[src/verilog/csbi_pkg.sv]
// Constants and types for the processor system bus interface block
// Assumes a single system clock; the input clock of the device is clk_sys
// Function
// - Divide input clock by two into phases
// - Align low freezes bus clock low
// - Align high restarts bus clock high, toggles
// - Reset aborts work, clears pending events
// - Save counter and status into registers
// - Clear control registers, restart at zero
// - Reset drives strobes inactive, floats data
// - Pending bus request acknowledged before cycles
// - Idle status codes on five pins
// - Interrupt acknowledge and end codes
// - Fetch, data and table entry codes
// - Slave processor cycle status codes
// - Two-state cycle, strobe in first half
// - Commit strobe mid first state
// - Cancel keeps commit high, transaction low for first state only
// - Committed cycle ends after second state
// - Read data captured, dropped on exception
// - Write data held until next mid-T1 or an idle state with no cycle or hold request
// - Idle state between read and write
// - Cache block select on cacheable block reads
// - Ready sampled each second state, waits
package csbi_pkg;

  // ****************************************
  // Status codes
  // ****************************************
  localparam logic [4:0] ST_IDLE     = 5'h00;
  localparam logic [4:0] ST_WAITINT  = 5'h01;
  localparam logic [4:0] ST_HALTED   = 5'h02;
  localparam logic [4:0] ST_WAITSLV  = 5'h03;
  localparam logic [4:0] ST_IACK_M   = 5'h04;
  localparam logic [4:0] ST_IACK_C   = 5'h05;
  localparam logic [4:0] ST_EOI_M    = 5'h06;
  localparam logic [4:0] ST_EOI_C    = 5'h07;
  localparam logic [4:0] ST_FETCH_S  = 5'h08;
  localparam logic [4:0] ST_FETCH_N  = 5'h09;
  localparam logic [4:0] ST_DATA     = 5'h0A;
  localparam logic [4:0] ST_RMW      = 5'h0B;
  localparam logic [4:0] ST_EAPTR    = 5'h0C;
  localparam logic [4:0] ST_TE_ONE   = 5'h0D;
  localparam logic [4:0] ST_TE_TWO   = 5'h0E;
  localparam logic [4:0] ST_SLV_OPND = 5'h1D;
  localparam logic [4:0] ST_SLV_STAT = 5'h1E;
  localparam logic [4:0] ST_SLV_BCST = 5'h1F;

  // ****************************************
  // Reset values and figures
  // ****************************************
  localparam logic [31:0] PC_RESET     = 32'h0000_0000;
  localparam logic [15:0] PSW_RESET    = 16'h0000;
  localparam logic [31:0] REG_RESET    = 32'h0000_0000;
  localparam int          RST_MIN_BCLK = 64;
  localparam int          ALIGN_MIN_CLK = 128;

  // ****************************************
  // Avalon register map, word byte addresses
  // ****************************************
  localparam logic [5:0] A_CTRL    = 6'h00;
  localparam logic [5:0] A_ADDR    = 6'h04;
  localparam logic [5:0] A_WDATA   = 6'h08;
  localparam logic [5:0] A_STAT    = 6'h0C;
  localparam logic [5:0] A_RDATA   = 6'h10;
  localparam logic [5:0] A_PC      = 6'h14;
  localparam logic [5:0] A_GR0     = 6'h18;
  localparam logic [5:0] A_GR1     = 6'h1C;
  localparam logic [5:0] A_PSW     = 6'h20;
  localparam logic [5:0] A_TSR     = 6'h24;
  localparam logic [5:0] A_TCR     = 6'h28;
  localparam logic [5:0] A_CFG     = 6'h2C;
  localparam logic [5:0] A_DCR     = 6'h30;
  localparam logic [31:0] BAD_ADDR_DATA = 32'hDEAD_BEEF;

  // CTRL fields
  localparam int C_GO     = 0;
  localparam int C_WRITE  = 1;
  localparam int C_CANCEL = 2;
  localparam int C_CACHE  = 3;
  localparam int C_BLOCK  = 4;
  localparam int C_CODE   = 8;
  localparam int C_IDLE   = 16;
  localparam int C_BE     = 24;
  // STAT fields
  localparam int S_BUSY   = 0;
  localparam int S_DONE   = 1;
  localparam int S_BERR   = 2;
  localparam int S_GRANT  = 3;
  localparam int DEN_BIT  = 0;

  // ****************************************
  // Bus state machine
  // ****************************************
  typedef enum logic [4:0] {
    BS_IDLE = 5'b00001,
    BS_T1   = 5'b00010,
    BS_T2   = 5'b00100,
    BS_TI   = 5'b01000,
    BS_HOLD = 5'b10000
  } csbi_bus_t;

endpackage : csbi_pkg

[src/verilog/csbi_top.sv]
// Processor system interface: bus clock divider, reset, two-state bus cycles
// Assumes Avalon-MM master for software, memory side answers with readyN
`timescale 1ns/1ps
`default_nettype none
module csbi_top
  import csbi_pkg::*;
(
  input  wire  logic        clk_sys,
  input  wire  logic        rstn,
  input  wire  logic        alignN,
  input  wire  logic        cpuResetN,
  input  wire  logic        busReqN,
  input  wire  logic        readyN,
  input  wire  logic        busErrN,
  input  wire  logic [31:0] dataIn,
  output logic              busClk,
  output logic              busClkN,
  output logic              internal_phase_a,
  output logic              internal_phase_b,
  output logic [31:0]       addrOut,
  output logic [31:0]       dataOut,
  output logic              dataOeN,
  output logic              address_strobeN,
  output logic [3:0]        byte_lane_enablesN,
  output logic              begin_memory_transactionN,
  output logic              cycle_commit_strobeN,
  output logic              bus_grant_ackN,
  output logic [4:0]        bus_cycle_status,
  output logic              cache_block_select,
  output logic              writeEnN,
  input  wire  logic [5:0]  avs_address,
  input  wire  logic        avs_read,
  input  wire  logic        avs_write,
  input  wire  logic [31:0] avs_writedata,
  input  wire  logic [3:0]  avs_byteenable,
  output logic [31:0]       avs_readdata,
  output logic              avs_waitrequest
);

  // ****************************************
  // Reset release
  // ****************************************
  logic [1:0] rstSyncQ;
  logic       rstnS;
  always_ff @(posedge clk_sys or negedge rstn)
  begin
    if (!rstn)
      rstSyncQ <= 2'h0;
    else
      rstSyncQ <= {rstSyncQ[0], 1'b1};
  end
  assign rstnS = rstSyncQ[1];

  // ****************************************
  // State
  // ****************************************
  typedef struct packed {
    logic        bclk;
    logic        rdAck;
    logic        rstSeen;
    csbi_bus_t   bs;
    logic        lastRead;
    logic [31:0] ctrl;
    logic [31:0] addr;
    logic [31:0] wdata;
    logic [31:0] rdata;
    logic [31:0] drive;
    logic        busy;
    logic        done;
    logic        berr;
    logic        grant;
    logic [31:0] pc;
    logic [31:0] gr0;
    logic [31:0] gr1;
    logic [15:0] psw;
    logic [31:0] tsr;
    logic [31:0] tcr;
    logic [31:0] cfg;
    logic [31:0] debug_control_register;
    logic        dOe;
    logic        address_strobe;
    logic        cycle_commit_strobe;
    logic        begin_memory_transaction;
    logic [4:0]  st;
  } csbi_state_t;

  csbi_state_t q, d;
  logic bclkRise;
  logic bclkFall;
  logic inReset;
  logic avAcc;
  assign bclkRise = !q.bclk && alignN;
  assign bclkFall = q.bclk;
  assign inReset  = !cpuResetN;
  assign avAcc    = (avs_read || avs_write) && !q.rdAck;

  always_comb
  begin
    d = q;
    d.rdAck = 1'b0;
    // Bus clock divider and alignment
    if (!alignN)
      d.bclk = 1'b0;
    else
      d.bclk = !q.bclk;
    // Register port, write lands on the edge with waitrequest low
    d.rdAck = avAcc;
    if (avs_write && q.rdAck)
    begin
      case (avs_address)
        A_CTRL:  d.ctrl  = avs_writedata;
        A_ADDR:  d.addr  = avs_writedata;
        A_WDATA: d.wdata = avs_writedata;
        A_PC:    d.pc    = avs_writedata;
        A_PSW:   d.psw   = avs_writedata[15:0];
        A_TSR:   d.tsr   = avs_writedata;
        A_TCR:   d.tcr   = avs_writedata;
        A_CFG:   d.cfg   = avs_writedata;
        A_DCR:   d.debug_control_register   = avs_writedata;
        A_STAT:
        begin
          if (avs_writedata[S_DONE])
            d.done = 1'b0;
          if (avs_writedata[S_BERR])
            d.berr = 1'b0;
        end
        default: d.ctrl = q.ctrl;
      endcase
    end
    // Write data launched in the middle of the first state
    if (bclkFall && q.bs == BS_T1)
    begin
      d.dOe   = q.ctrl[C_WRITE];
      d.drive = q.ctrl[C_WRITE] ? q.wdata : q.drive;
    end
    // Bus sequencing on bus clock rising edge
    if (bclkRise)
    begin
      if (inReset)
      begin
        if (!q.rstSeen)
        begin
          d.gr0 = q.pc;
          d.gr1 = {q.gr1[31:16], q.psw};
        end
        d.rstSeen = 1'b1;
        d.pc   = PC_RESET;
        d.psw  = PSW_RESET;
        d.tsr  = REG_RESET;
        d.tcr  = REG_RESET;
        d.cfg  = REG_RESET;
        d.debug_control_register[DEN_BIT] = 1'b0;
        d.bs   = BS_IDLE;
        d.ctrl[C_GO] = 1'b0;
        d.busy = 1'b0;
        d.berr = 1'b0;
        d.address_strobe  = 1'b0;
        d.cycle_commit_strobe = 1'b0;
        d.begin_memory_transaction  = 1'b0;
        d.dOe  = 1'b0;
        d.grant = 1'b0;
        d.st   = ST_IDLE;
      end
      else
      begin
        d.rstSeen = 1'b0;
        d.address_strobe = 1'b0;
        case (q.bs)
          BS_IDLE, BS_HOLD:
          begin
            d.cycle_commit_strobe = 1'b0;
            d.begin_memory_transaction  = 1'b0;
            if (!busReqN)
            begin
              d.bs = BS_HOLD;
              d.grant = 1'b1;
            end
            else if (q.ctrl[C_GO])
            begin
              d.grant = 1'b0;
              d.ctrl[C_GO] = 1'b0;
              d.busy = 1'b1;
              d.st = q.ctrl[C_CODE +: 5];
              if (q.ctrl[C_WRITE] && q.lastRead)
                d.bs = BS_TI;
              else
              begin
                d.bs  = BS_T1;
                d.address_strobe = 1'b1;
                d.begin_memory_transaction = 1'b1;
                d.cycle_commit_strobe = !q.ctrl[C_CANCEL];
              end
            end
            else
            begin
              d.grant = 1'b0;
              d.st = q.ctrl[C_IDLE +: 5];
              d.dOe = 1'b0;
            end
          end
          BS_TI:
          begin
            d.bs  = BS_T1;
            d.address_strobe = 1'b1;
            d.begin_memory_transaction = 1'b1;
            d.cycle_commit_strobe = !q.ctrl[C_CANCEL];
            d.lastRead = 1'b0;
          end
          BS_T1:
          begin
            if (!q.cycle_commit_strobe)
            begin
              d.begin_memory_transaction  = 1'b0;
              d.busy = 1'b0;
              d.done = 1'b1;
              d.bs   = BS_IDLE;
            end
            else
              d.bs = BS_T2;
          end
          BS_T2:
          begin
            if (!readyN)
            begin
              d.bs   = BS_IDLE;
              d.busy = 1'b0;
              d.done = 1'b1;
              d.cycle_commit_strobe = 1'b0;
              d.begin_memory_transaction  = 1'b0;
              d.lastRead = !q.ctrl[C_WRITE];
              if (!busErrN)
                d.berr = 1'b1;
              else if (!q.ctrl[C_WRITE])
                d.rdata = dataIn;
            end
          end
          default: d.bs = BS_IDLE;
        endcase
      end
    end
  end

  always_ff @(posedge clk_sys or negedge rstnS)
  begin
    if (!rstnS)
    begin
      q <= '0;
      q.bs <= BS_IDLE;
    end
    else
      q <= d;
  end

  // ****************************************
  // Outputs
  // ****************************************
  assign busClk = q.bclk;
  assign busClkN = !q.bclk;
  assign internal_phase_a = q.bclk;
  assign internal_phase_b = !q.bclk && alignN;
  assign addrOut = q.addr;
  assign dataOut = q.drive;
  assign dataOeN = !(q.dOe && !inReset);
  assign address_strobeN = !(q.address_strobe && q.bclk) || inReset;
  assign byte_lane_enablesN = (q.bs == BS_T1 || q.bs == BS_T2) && !inReset
                              ? ~q.ctrl[C_BE +: 4] : 4'hF;
  assign begin_memory_transactionN = !q.begin_memory_transaction || inReset;
  assign cycle_commit_strobeN = !(q.cycle_commit_strobe && (q.bs == BS_T2 || !q.bclk)) || inReset;
  assign bus_grant_ackN = !q.grant || inReset;
  assign bus_cycle_status = q.st;
  assign cache_block_select = q.ctrl[C_CACHE] && !q.ctrl[C_WRITE] && q.ctrl[C_BLOCK];
  assign writeEnN = !q.ctrl[C_WRITE];
  assign avs_waitrequest = avAcc;

  always_comb
  begin
    case (avs_address)
      A_CTRL:  avs_readdata = q.ctrl;
      A_ADDR:  avs_readdata = q.addr;
      A_WDATA: avs_readdata = q.wdata;
      A_STAT:  avs_readdata = {28'h0, q.grant, q.berr, q.done, q.busy};
      A_RDATA: avs_readdata = q.rdata;
      A_PC:    avs_readdata = q.pc;
      A_GR0:   avs_readdata = q.gr0;
      A_GR1:   avs_readdata = q.gr1;
      A_PSW:   avs_readdata = {16'h0, q.psw};
      A_TSR:   avs_readdata = q.tsr;
      A_TCR:   avs_readdata = q.tcr;
      A_CFG:   avs_readdata = q.cfg;
      A_DCR:   avs_readdata = q.debug_control_register;
      default: avs_readdata = BAD_ADDR_DATA;
    endcase
  end
endmodule // csbi_top
`default_nettype wire

[config.mk]
export PLATFORM = sky130hd
export DESIGN_NAME = csbi_top
export DESIGN_NICKNAME = d
export VERILOG_FILES = /design/src/verilog/csbi_pkg.sv /design/src/verilog/csbi_top.sv
export SDC_FILE = /design/constraint.sdc
export NUM_CORES = 1
export LEC_CHECK = 0
export BUFFER_PORTS_ARGS = -buffer_cell sky130_fd_sc_hd__buf_2
export CAP_MARGIN = 40
export CORE_MARGIN = 2
export CORE_UTILIZATION = 35
export DETAILED_ROUTE_END_ITERATION = 6
export MAX_ROUTING_LAYER = met4
export RECOVER_POWER = 100
export SLEW_MARGIN = 20
export SYNTH_ARGS = -nofsm -noshare
export SYNTH_HDL_FRONTEND = slang
export SYNTH_SLANG_ARGS = --single-unit
export TNS_END_PERCENT = 5
[constraint.sdc]
create_clock -name clk_sys -period 29.5 [get_ports clk_sys]
set_input_delay 8.85 -clock clk_sys [delete_from_list [all_inputs] [get_ports clk_sys]]
set_output_delay 8.85 -clock clk_sys [all_outputs]
set_load 0.02 [all_outputs]
# Yosys cells after proc, flatten, opt, wreduce, memory -nomap -nowiden
# Index checks and enable logic that the tools add are counted.
[totals]
reg_bits = 408
latchBits = 0
ramBits = 0
rom_bits = 0
in_bits = 83
n_memories = 0
[classes]
addsub = 0
multipliers = 0
div_mod_pow = 0
n_lt_le_gt_ge = 0
eq_ne = 28
shifts = 0
mux = 64
bitwise_logic = 5
n_reduce_logical = 45
[op_table]
columns = ["cell", "n"]
rows = [
  ["$pmux 32 s13", 1],
  ["$mux 32", 8],
  ["$mux 211", 1],
  ["$mux 208", 1],
  ["$mux 144", 1],
  ["$mux 65", 1],
  ["$mux 64", 1],
  ["$eq 6x6->1 const B", 5],
  ["$eq 6x5->1 const B", 4],
  ["$mux 1", 22],
  ["$mux 5", 4],
  ["$pmux 5 s4", 1],
  ["$mux 9", 2],
  ["$mux 16", 1],
  ["$eq 6x4->1 const B", 2],
  ["$mux 3", 4],
  ["$mux 6", 2],
  ["$ne 3x3->1 const B", 4],
  ["$reduce_and 2->1", 6],
  ["$reduce_and 3->1", 4],
  ["$reduce_and 6->1", 2],
  ["$logic_and 1x1->1", 11],
  ["$logic_not 1->1", 10],
  ["$mux 10", 1],
  ["23 further kinds", 43],
]

# Logic depth before layout (Yosys ltp)
# Gate-level depths: netlist (run 1).
[logic_depth]
ltp_word = 8
ltp_mapped = 8
mapped_depth_nobuf = 6

# Least setup slack after synthesis (run 1)
# No wires, ideal clock.
[synth_path]
path_kind = "input to output"
from = "input avs_address[2]"
to = "output avs_readdata[5]"
arrival_time_ps = 10106
required_time_ps = 20650
path_slack_ps = 10544
path_stages = 7
n_path_buf = 2
cell_sequence = "nor2b_1 > and2_1 > buf_2 > buf_2 > a222oi_1 > and3_1 > nand4_1"
[synth_between]
elab_chain_len = 2
elab_cells_between_ends = 14
[synth_rtl]
columns = ["item", "line", "rtl"]
rows = [
  ["from (decl)", "csbi_top.sv:31", "input wire logic [5:0] avs_address,"],
  ["$eq 6x6->1, or another cell as far along", "csbi_top.sv:277", "case (avs_address)"],
  ["$pmux 32 s13 (*)", "csbi_top.sv:277", ""],
  ["to (decl)", "csbi_top.sv:36", "output logic [31:0] avs_readdata,"],
]
# Mark *: on every way between the ends. The rest lies on a longest branch, timed or not.

# Worst setup path after layout (run 1)
[layout_path]
from = "input avs_address[1]"
to = "output avs_readdata[12]"
# Same word-level chain as after synthesis.

==> impl_metrics.tcl, run 1 <==
set metrics [dict create \
    drt_iter0_drc 1432 \
    grt_pass1_vias 14202 \
    r2r-start "rstSyncQ[1]" \
    cts_setup_buffers 0 \
    critical-path-max-stage-delay_ps 1280 \
    drt_wl_total_um 59600 \
    yosys_most_used_dff "dfrtp_1" \
    path_buf_inv 3 \
    cts-resized-gates 0 \
    rr_endpoint "q[128]" \
    rsz0062_at_grt "no" \
    synth-warning-count 0 \
    pwr-share-seq_pct 46.2 \
    clk_pin_slew_ps 60 \
    antenna_found_initial 1 \
    r2r_cells 4 \
    crit_fanout 17 \
    die_y_um 238 \
    power-per-cell-area_nw_per_um2 61.3 \
    h-tree-depth 2 \
    synth.distinct_cells 59 \
    dp_hpwl_um 38600 \
    power.share.clock_pct 45.7 \
    status "finished, violations left" \
    p_comb_share_pct 8.1 \
    synth_top_area_share_pct 53.3 \
    finalHoldViolations 0 \
    synthToLayoutAreaGrowth_pct 11.6 \
    netlist_area_um2 19100 \
    grt_max_degree 71 \
    drc_errors 1 \
    synth_top_area_cell "dfrtp_1" \
    overflow 0 \
    n_fill_cell 5207 \
    synth_compound_area_share_pct 13.3 \
    drt-wirelength-per-cell_um 23.8 \
    crit_path_start_kind "input port" \
    cp_slowest_cell "and2_0" \
    core_um2 53900 \
    syn_nets 1778 \
    power.switching_uw 323 \
    cts-hold-fix-buffers 0 \
    clock_latency_ps 570 \
    p_int_uw 984 \
    die-area_um2 56500 \
    worstPathRequired_ps 20650 \
    synthXorXnorAreaFrac_pct 0.137 \
    relSlewSlack_pct -138 \
    min_period_over_period_pct 74.1 \
    skew_ps 13.2 \
    leakagePower_uw 0.00956 \
    start_util_pct 35.4 \
    cp.arrival_ps 13000 \
    gpl.final_weighted_congestion 0.793 \
    nets 1851 \
    timing.fmax_mhz 45.8 \
    post-route-min-period_ps 21850 \
    fin_setup_tns_ps 0 \
    tightestPinTransition_ps 3570 \
    placementRows 85 \
    vias 13813 \
    synthCells 1695 \
    setup-violations-final 0 \
    dp_cells 2414 \
    synth-seq-cells 408 \
    seq_area_frac_synth_pct 53.4 \
    clock-sinks 408 \
    crit_top_cell "clkbuf_1" \
    ant_nets 0 \
    drv_slew 913 \
    crit_path_cell_trace "clkbuf_1 -> nor4_1 -> and2_0 -> clkbuf_1 -> a22oi_1 -> nand4_1 -> clkbuf_1" \
    cts_tree "yes" \
    synthAdderAreaFrac_pct 0 \
    cts-root-buf "clkbuf_16" \
    drive_gt1_share_pct 23.7 \
    critical_path.top_delay_family "simple AND/OR/NAND/NOR gates" \
    first_pass_iters 7 \
    async_reset_ff_share_pct 100 \
    drv_cap 28 \
    max-vdd-ir-drop_mv 0.0360 \
    min_path_type "register to asynchronous set/reset pin" \
    failed_checks "DRC, capacitance limit, slew limit" \
    grt_use_total_pct 21.7 \
    viasPerCell 5.52 \
    stdcell_count 2502 \
    synthMuxAreaShare_pct 14.6 \
    worstSetupPathType "input port to primary output" \
    hold_ws_ps 100 \
    die_w_um 238 \
    synth.avg_cell_area_um2 11.3 \
    cts_max_path_buffers 3 \
    sw_frac_of_total_pct 24.7 \
    synth_edf_count 0 \
    reg2reg_slack_ps 21900 \
    grt_pass1_wl_um 90100 \
    ys_top_cells_by_area "dfrtp_1 (53%), mux2_2 (12%), nand2_1 (5.7%), buf_4 (4.0%), a21oi_1 (3.7%)" \
    io_buffers 195 \
    numCtsBuffers 45 \
    num_io_pins 200 \
    synth_top_family_by_area "multiplexers" \
    yosys.area_share.simple_pct 11.0 \
    end_kind "primary output" \
]
power by group through the flow:
stage | clock, µW | combinational [µW] | sequential [µW]
2_1_floorplan | 0 | 78.0 | 611
3_5_place_dp | 0 | 111 | 616
5_1_grt | 634 | 116 | 607
4_1_cts | 611 | 111 | 606
3_3_place_gp | 0 | 105 | 614
6_report | 597 | 106 | 605
cells in the mapped netlist, types with 5 or more instances:
cell type  count
dfrtp_1      407
nand2_1      292
mux2_2       197
a21oi_1      140
buf_4        101
a22oi_1       86
buf_2         53
mux2_1        46
clkbuf_1      40
a21oi_2       31
a22o_1        31
nand2_2       30
and3_1        25
a221oi_1      22
a222oi_1      20
nand4_1       19
buf_6         17
nand3_1       17
nor2_1        17
and2_1        13
inv_1          7
a21o_1         6
mux2i_1        6
o21ai_0        6
a211oi_1       5
nand3b_1       5
nor2b_1        5
how the worst max path moves through the flow:
stage | startpoint | end | slack, ps | depth (start not counted)
after global placement | avs_address[1] | avs_readdata[10] | 9460 | 7
after CTS | avs_address[1] | avs_readdata[27] | 9570 | 8
after floorplan | avs_address[2] | avs_readdata[5] | 10540 | 7
after detailed placement | avs_address[1] | avs_readdata[27] | 9590 | 8
after global routing | avs_address[1] | avs_readdata[12] | 7410 | 7
final | avs_address[1] | avs_readdata[12] | 7650 | 7
state kept, by name, summed over array words and instances (netlist names):
signal,count
q,336
dataOut,32
addrOut,32
rstSyncQ,2
bus_cycle_status,5
busClk,1
cell families after synthesis:
kind of cell / Yosys count
buffers and inverters: 222
other: 1
AND/OR/NAND/NOR: 447
multiplexers: 249
XOR/XNOR: 3
AO/OA/AOI/OAI: 365
flip-flops: 408
placed cells by master (no fill, tap or decap), types with 6 or more instances in the layout:
master     netlist  layout
a21o_1           6       6
a21oi_1        140     153
a21oi_2         31      18
a221oi_1        22      22
a222oi_1        20      20
a22o_1          31      31
a22oi_1         86      86
and2_0           0       8
and3_1          25      22
buf_16           0       6
buf_2           53      74
clkbuf_1        40     159
clkbuf_16        0      47
clkbuf_8         0      15
clkinv_2         0       6
dfrtp_1        407     406
inv_1            7       7
mux2_1          46      46
mux2_2         197     197
mux2i_1          6       6
nand2_1        292     292
nand2_2         30      30
nand3_1         17      17
nand4_1         19      20
nor2_1          17      16
o21ai_0          6       6
per-stage QoR:
stage          cell area, µm²  utilization [%]  worst slack [ps]  total power (µW)
4_1_cts                 21900             40.6              9570              1330
5_1_grt                 21300             39.6              7410              1360
3_3_place_gp            19700             36.6              9460               719
2_1_floorplan           19100                -             10540               689
6_report                21300             39.6              7650              1310
3_5_place_dp            20300             37.7              9590               727
layout make-up:
cell class              count  area, µm²  area share (%)
multi-input cells        1065       7390            34.6
diodes                      1       2.50          0.0117
well taps                 696        871            4.08
repair buffers            241       1240            5.83
flip-flops and latches    408      10200            47.9
clock inverters            14        181           0.850
inverters                   7       26.3           0.123
clock buffers              70       1410            6.62
layer usage:
metal	vias up	global-route usage (%)	share of wire, %
met5	-	-	0
li1	6107	-	-
met3	97	5.38	7.5
met4	0	6.31	2.5
met2	529	33.0	46
met1	7080	28.7	44
Power figures use the tool's default switching activity.
==> run 2, diff against run 1 <==
--- a/config.mk
+++ b/config.mk
@@ -5,6 +5,7 @@
 export SDC_FILE = /design/constraint.sdc
 export NUM_CORES = 1
 export LEC_CHECK = 0
+export ABC_AREA = 1
 export BUFFER_PORTS_ARGS = -buffer_cell sky130_fd_sc_hd__buf_2
 export CAP_MARGIN = 40
 export CORE_MARGIN = 2
==> constraint.sdc (replaced) <==
create_clock -name clk_sys -period 22.9 [get_ports clk_sys]
set_input_delay 6.87 -clock clk_sys [delete_from_list [all_inputs] [get_ports clk_sys]]
set_output_delay 6.87 -clock clk_sys [all_outputs]
set_load 0.02 [all_outputs]
==> run 2 against run 1 <==
  * Critical path depth is 4 higher
  * The run ends with capacitance limit, slew limit left
  * Utilization is 0.27 points higher
  * Synthesized area is 0.10% higher
  * Flip-flop and latch count stayed put
  * Largest cell class unchanged
  * Hold slack better by 250 ps
  * Final cell count is 28% higher
  * Sequential share of layout area is 0.34 points lower
  * Routed wire length is 5.0% higher
  * Cell area is 0.67% higher
  * Power is 27% higher
  * Clock skew is 4.4 ps higher
  * Combinational power is 34% higher
==> impl_metrics.tcl, run 2 <==
set metrics [dict create \
    fin_setup_tns_ps 0 \
    yosys_most_used_dff "dfrtp_1" \
    crit_path_start_kind "input port" \
    cts-root-buf "clkbuf_16" \
    final_area_um2 21500 \
    multi_input_area_um2 7060 \
    core_um2 53900 \
    synth.distinct_cells 37 \
    ant_nets 0 \
    largest_register "q" \
    first_pass_iters 6 \
    pwr-share-seq_pct 47.5 \
    synth-seq-cells 408 \
    layout_commonest_cell "nand2_1" \
    syn_nets 2457 \
    failed_checks "capacitance limit, slew limit" \
    dp_hpwl_um 43300 \
    p_comb_share_pct 8.5 \
    power.share.clock_pct 44.0 \
    min_path_type "register to register" \
    grt_max_degree 183 \
    min_period_over_period_pct 75.6 \
    die_w_um 238 \
    synth_top_area_cell "dfrtp_1" \
    grt-busiest-layer "met2" \
    grt_pass1_wl_um 95500 \
    rsz0062_at_grt "no" \
    h-tree-depth 2 \
    placementRows 85 \
    synth.avg_cell_area_um2 8.06 \
    viasPerCell 5.07 \
    antenna_found_initial 11 \
    place_area_um2 20400 \
    synthCells 2374 \
    io_buffers 195 \
    drt-wirelength-per-cell_um 19.6 \
    cts-resized-gates 0 \
    final_cell_mix "nand2_1 (690), dfrtp_1 (407), o21ai_0 (380)" \
    ys_top_cells_by_area "dfrtp_1 (53%), nand2_1 (13%), o21ai_0 (9.7%), a21oi_1 (4.2%), inv_1 (3.5%)" \
    skew_ps 17.6 \
    relSlewSlack_pct -277 \
    power.switching_uw 433 \
    crit_start "avs_address[1]" \
    cp.arrival_ps 10430 \
    r2r-start "rstSyncQ[1]" \
    crit_fanout 15 \
    seq_area_frac_synth_pct 53.4 \
    status "finished, violations left" \
    post-route-min-period_ps 17300 \
    leakagePower_uw 0.0103 \
    clock_latency_ps 580 \
    p_int_uw 1230 \
    die_y_um 238 \
    numCtsBuffers 44 \
    grt_use_met1_pct 32.2 \
    power-per-cell-area_nw_per_um2 77.4 \
    start_util_pct 35.5 \
    gpl.final_weighted_congestion 0.867 \
    utilization_pct 39.8 \
    grt_pass1_vias 15379 \
    finalHoldViolations 0 \
    drt_wl_total_um 62600 \
    ys_top_cells_by_count "nand2_1 (685), dfrtp_1 (407), o21ai_0 (371), inv_1 (178), nor2_1 (178)" \
    worstPathRequired_ps 16030 \
    drv_cap 16 \
    hp-start "rstSyncQ[0]" \
    use_met2_pct 32.4 \
    synth.most_common_cell "nand2_1" \
    setup-violations-final 0 \
    worstSetupPathType "input port to primary output" \
    cts-hold-fix-buffers 0 \
    drc_errors 0 \
    cts_tree "yes" \
    async_reset_ff_share_pct 100 \
    grt_use_total_pct 22.8 \
    tightestPinTransition_ps 5650 \
    synth_edf_count 0 \
    end_kind "primary output" \
    cts_max_path_buffers 3 \
    largest_reg_flops 336 \
    cts_setup_buffers 0 \
    die-area_um2 56600 \
    max-vdd-ir-drop_mv 0.0481 \
    overflow 0 \
    drive_gt1_share_pct 7.74 \
    vias 16228 \
    n_fill_cell 5514 \
    synthToLayoutAreaGrowth_pct 12.3 \
    report.power.total_uw 1660 \
    regArea_um2 10200 \
    num_io_pins 200 \
    nets 2544 \
    clock-sinks 408 \
    netlist_area_um2 19100 \
    timing.fmax_mhz 57.8 \
    clk_pin_slew_ps 60 \
    sw_frac_of_total_pct 26.1 \
    grtUsageMet3_pct 5.66 \
    drt_iter0_drc 1794 \
    drv_slew 853 \
    synth-warning-count 0 \
    synth_top_area_share_pct 53.2 \
]
==> run 2: cell types whose count changed after synthesis, sizes merged, moves of 46 or more <==
cell	before	now
nor2	17	196
nand3	17	96
nand2	322	694
buf	174	128
mux2	243	9
inv	7	187
o21ai	7	385
a22oi	86	0
==> run 2: kinds of logic (layout without fill, tap and decap cells) <==
logic type,after synthesis,after routing,share of synthesized area [%]
and+or+nand+nor,1016,1016,21.9
AOI/OAI and AO/OA,559,559,14.8
DFF,408,408,53.4
buffers and inverters,381,501,9.34
muxes,9,9,0.530
other,1,12,0.0196
==> run 2: routing by layer <==
metal | wire [µm] | part of all wire (%) | vias to the layer above
met5 | 0 | 0 | -
met1 | 28400 | 45 | 7772
met4 | 1620 | 2.6 | 0
met3 | 5550 | 8.9 | 98
li1 | - | - | 7771
met2 | 27000 | 43 | 587
==> run 2: path summary, 6_finish.rpt <==
check                                   end  slack (ps)  cells past startpoint
min in group asynchronous            q[114]         630                      0
setup / recovery           avs_readdata[16]        5600                     11
setup reg to reg                     q[342]       13360                      2
max in group asynchronous            q[342]       13360                      2
hold reg to reg                 rstSyncQ[1]         350                      0
hold / removal                  rstSyncQ[1]         350                      0
==> run 2: worst max-delay path, cell delays in order <==
cell and delay (ps):
clkbuf_1 140, nor2_1 140, clkbuf_1 390, nand2_1 250
nor2_1 1080, clkbuf_1 740, nand2_1 100, nand2_1 180
nor2_1 60, nand4_1 90, clkbuf_1 360
==> run 2: cell type report <==
| type | count | area share (%) |
|---|---|---|
| sequential | 408 | 47.5 |
| tap | 696 | 4.05 |
| clock inverter | 9 | 0.594 |
| inverter | 189 | 3.31 |
| antenna | 11 | 0.128 |
| multi-input combinational | 1585 | 32.9 |
| timing repair buffer | 233 | 5.31 |
| clock buffer | 70 | 6.19 |
==> run 2: power groups by stage <==
| stage | Combinational (µW) | Clock, µW | Sequential [µW] |
|---|---|---|---|
| finish | 142 | 731 | 789 |
| detailed placement | 149 | 0 | 800 |
| CTS | 149 | 740 | 788 |
| global route | 160 | 771 | 793 |
| floorplan | 92.1 | 0 | 801 |
| global placement | 143 | 0 | 799 |
==> run 2: per-stage QoR <==
| step | setup WS [ps] | hold WS, ps | cells |
|---|---|---|---|
| 3_5_place_dp | 6260 | 319 | 3105 |
| 2_1_floorplan | 7910 | 331 | 2374 |
| 4_1_cts | 6260 | 327 | 3184 |
| 3_3_place_gp | 5920 | 304 | 3092 |
| 6_report | 5600 | 349 | 3201 |
| 5_1_grt | 5380 | 354 | 3201 |
==> run 3, diff against run 2 <==
--- a/config.mk
+++ b/config.mk
@@ -5,7 +5,7 @@
 export SDC_FILE = /design/constraint.sdc
 export NUM_CORES = 1
 export LEC_CHECK = 0
-export ABC_AREA = 1
+export ABC_AREA = 0
 export BUFFER_PORTS_ARGS = -buffer_cell sky130_fd_sc_hd__buf_2
 export CAP_MARGIN = 40
 export CORE_MARGIN = 2
==> constraint.sdc (replaced) <==
create_clock -name clk_sys -period 15 [get_ports clk_sys]
set_input_delay 4.5 -clock clk_sys [delete_from_list [all_inputs] [get_ports clk_sys]]
set_output_delay 4.5 -clock clk_sys [all_outputs]
set_load 0.02 [all_outputs]
==> run 3 against run 2 <==
  * The run still ends with capacitance limit, slew limit left
  * Critical endpoint is now avs_readdata[12]
  * Setup slack worse by 3500 ps
  * Utilization shrank 0.25 points
  * Sequential share of layout area increased by 0.32 points
  * Non-clock buffer count rose by 2
  * Clock power rose by 64%
==> impl_metrics.tcl, run 3 (synthesis gave the netlist of run 1 again) <==
set metrics [dict create \
    status "finished, violations left" \
    failed_checks "capacitance limit, slew limit" \
    drv_slew 724 \
    drt-wirelength-per-cell_um 23.9 \
    core_um2 53900 \
    r2r-start "rstSyncQ[1]" \
    num_io_pins 200 \
    grt_max_degree 185 \
    drt_iter0_drc 1438 \
    cts-resized-gates 0 \
    numCtsBuffers 46 \
    die_w_um 238 \
    largest_reg_flops 336 \
    crit_start "avs_address[1]" \
    gpl.final_weighted_congestion 0.785 \
    crit_path_start_kind "input port" \
    dp_hpwl_um 38100 \
    sw_frac_of_total_pct 25.0 \
    first_pass_iters 5 \
    crit_path_cell_trace "clkbuf_1 -> nor4_1 -> and2_2 -> clkbuf_1 -> a22oi_1 -> nand4_1 -> buf_2" \
    worstPathRequired_ps 10500 \
    layout_commonest_cell "dfrtp_1" \
    grt_pass1_wl_um 90500 \
    tightestPinTransition_ps 9360 \
    grt_pass1_vias 14333 \
    nets 1846 \
    largest_register "q" \
    worstSetupPathType "input port to primary output" \
    wl_met3_um 4680 \
    power.share.clock_pct 46.3 \
    cts_tree "yes" \
    io_buffers 195 \
    n_fill_cell 5204 \
    overflow 0 \
    cts-hold-fix-buffers 0 \
    start_util_pct 35.4 \
    setup_ws_ps 2050 \
    h-tree-depth 2 \
    p_int_uw 1950 \
    cts_setup_buffers 0 \
    min_path_type "register to register" \
    relSlewSlack_pct -524 \
    vias 14082 \
    fin_setup_tns_ps 0 \
    power.switching_uw 650 \
    hold_ws_ps 350 \
    final_area_um2 21300 \
    min_period_over_period_pct 86.3 \
    critical-path-max-stage-delay_ps 2030 \
    crit_fanout 33 \
    report.power.total_uw 2600 \
    antenna_found_initial 2 \
    clock-sinks 408 \
    cts_max_path_buffers 3 \
    max-vdd-ir-drop_mv 0.0778 \
    placementRows 85 \
    drive_gt1_share_pct 23.7 \
    m1WireLength_um 26100 \
    rsz0062_at_grt "no" \
    ant_nets 0 \
    post-route-min-period_ps 12950 \
    power-per-cell-area_nw_per_um2 122 \
    drc_errors 0 \
    timing.fmax_mhz 77.2 \
    die_y_um 238 \
    skew_ps 15.5 \
    end_kind "primary output" \
    cp_slowest_cell "clkbuf_1" \
    drt_wl_total_um 59800 \
    clk_pin_slew_ps 60 \
    synthToLayoutAreaGrowth_pct 11.7 \
    place_ws_ps 3830 \
    top_layer "met4" \
    cp.arrival_ps 8450 \
    place_area_um2 20200 \
    leakagePower_uw 0.00957 \
    die-area_um2 56500 \
    hp-start "rstSyncQ[0]" \
    route.met2.wl_um 27600 \
    viasPerCell 5.64 \
    grt_use_total_pct 21.7 \
    p_comb_share_pct 8.0 \
    setup-violations-final 0 \
    drv_cap 19 \
    final_cell_mix "dfrtp_1 (406), nand2_1 (294), mux2_2 (197)" \
    finalHoldViolations 0 \
    pwr-share-seq_pct 45.7 \
    crit_top_cell "clkbuf_1" \
    clock_latency_ps 590 \
    cts-root-buf "clkbuf_16" \
]
[run 3: cell count changes in the layout (fill, tap and decap cells not counted), moves of 25 or more]
cell | previous run | this run
nor2_1 | 182 | 16
a22o_1 | 1 | 31
o21ai_0 | 380 | 6
a22oi_1 | 0 | 86
nand2_2 | 3 | 28
nand3_1 | 95 | 17
inv_1 | 178 | 7
mux2_1 | 2 | 46
mux2_2 | 7 | 197
nand2_1 | 690 | 294
[run 3: path summary, 6_finish.rpt]
path | depth (start not counted) | slack [ps] | endpoint
setup / recovery | 7 | 2050 | avs_readdata[12]
hold / removal | 0 | 350 | rstSyncQ[1]
setup reg to reg | 1 | 5610 | q[5]
min in group asynchronous | 1 | 1360 | q[162]
hold reg to reg | 0 | 350 | rstSyncQ[1]
max in group asynchronous | 1 | 5610 | q[5]
[run 3: power by group through the flow]
stage	clock network, µW	logic, µW	registers [µW]
floorplan	0	153	1200
global placement	0	206	1210
detailed placement	0	215	1210
CTS	1230	216	1190
global route	1270	229	1190
finish	1200	208	1190
[run 3: per-stage QoR]
| step | utilization (%) | std cells |
|---|---|---|
| global placement | 36.6 | 2386 |
| detailed placement | 37.5 | 2408 |
| global route | 39.6 | 2497 |
| finish | 39.6 | 2498 |
| CTS | 40.5 | 2492 |
| floorplan | - | 1695 |
[run 3: cell type report]
cell class / count / area (µm²) / share of cell area (%)
inverter: 7 / 26.3 / 0.123
tap: 696 / 871 / 4.08
clock buffer: 64 / 1380 / 6.48
sequential: 408 / 10200 / 47.8
multi-input combinational: 1065 / 7370 / 34.5
timing repair buffer: 235 / 1240 / 5.80
antenna: 3 / 7.51 / 0.0352
clock inverter: 20 / 241 / 1.13
[run 3: critical path: cells and delay by family]
| family | cells | cell delay, ps |
|---|---|---|
| buffers and inverters | 3 | 2370 |
| and+or+nand+nor | 3 | 1120 |
| AOI/OAI and AO/OA | 1 | 440 |
[run 3: per-layer routing]
metal  vias to the layer above  GRT usage, %
li1                       6108             -
met2                       575          32.6
met1                      7301          29.0
met3                        98          4.85
met4                         0          7.05
met5                         -             -
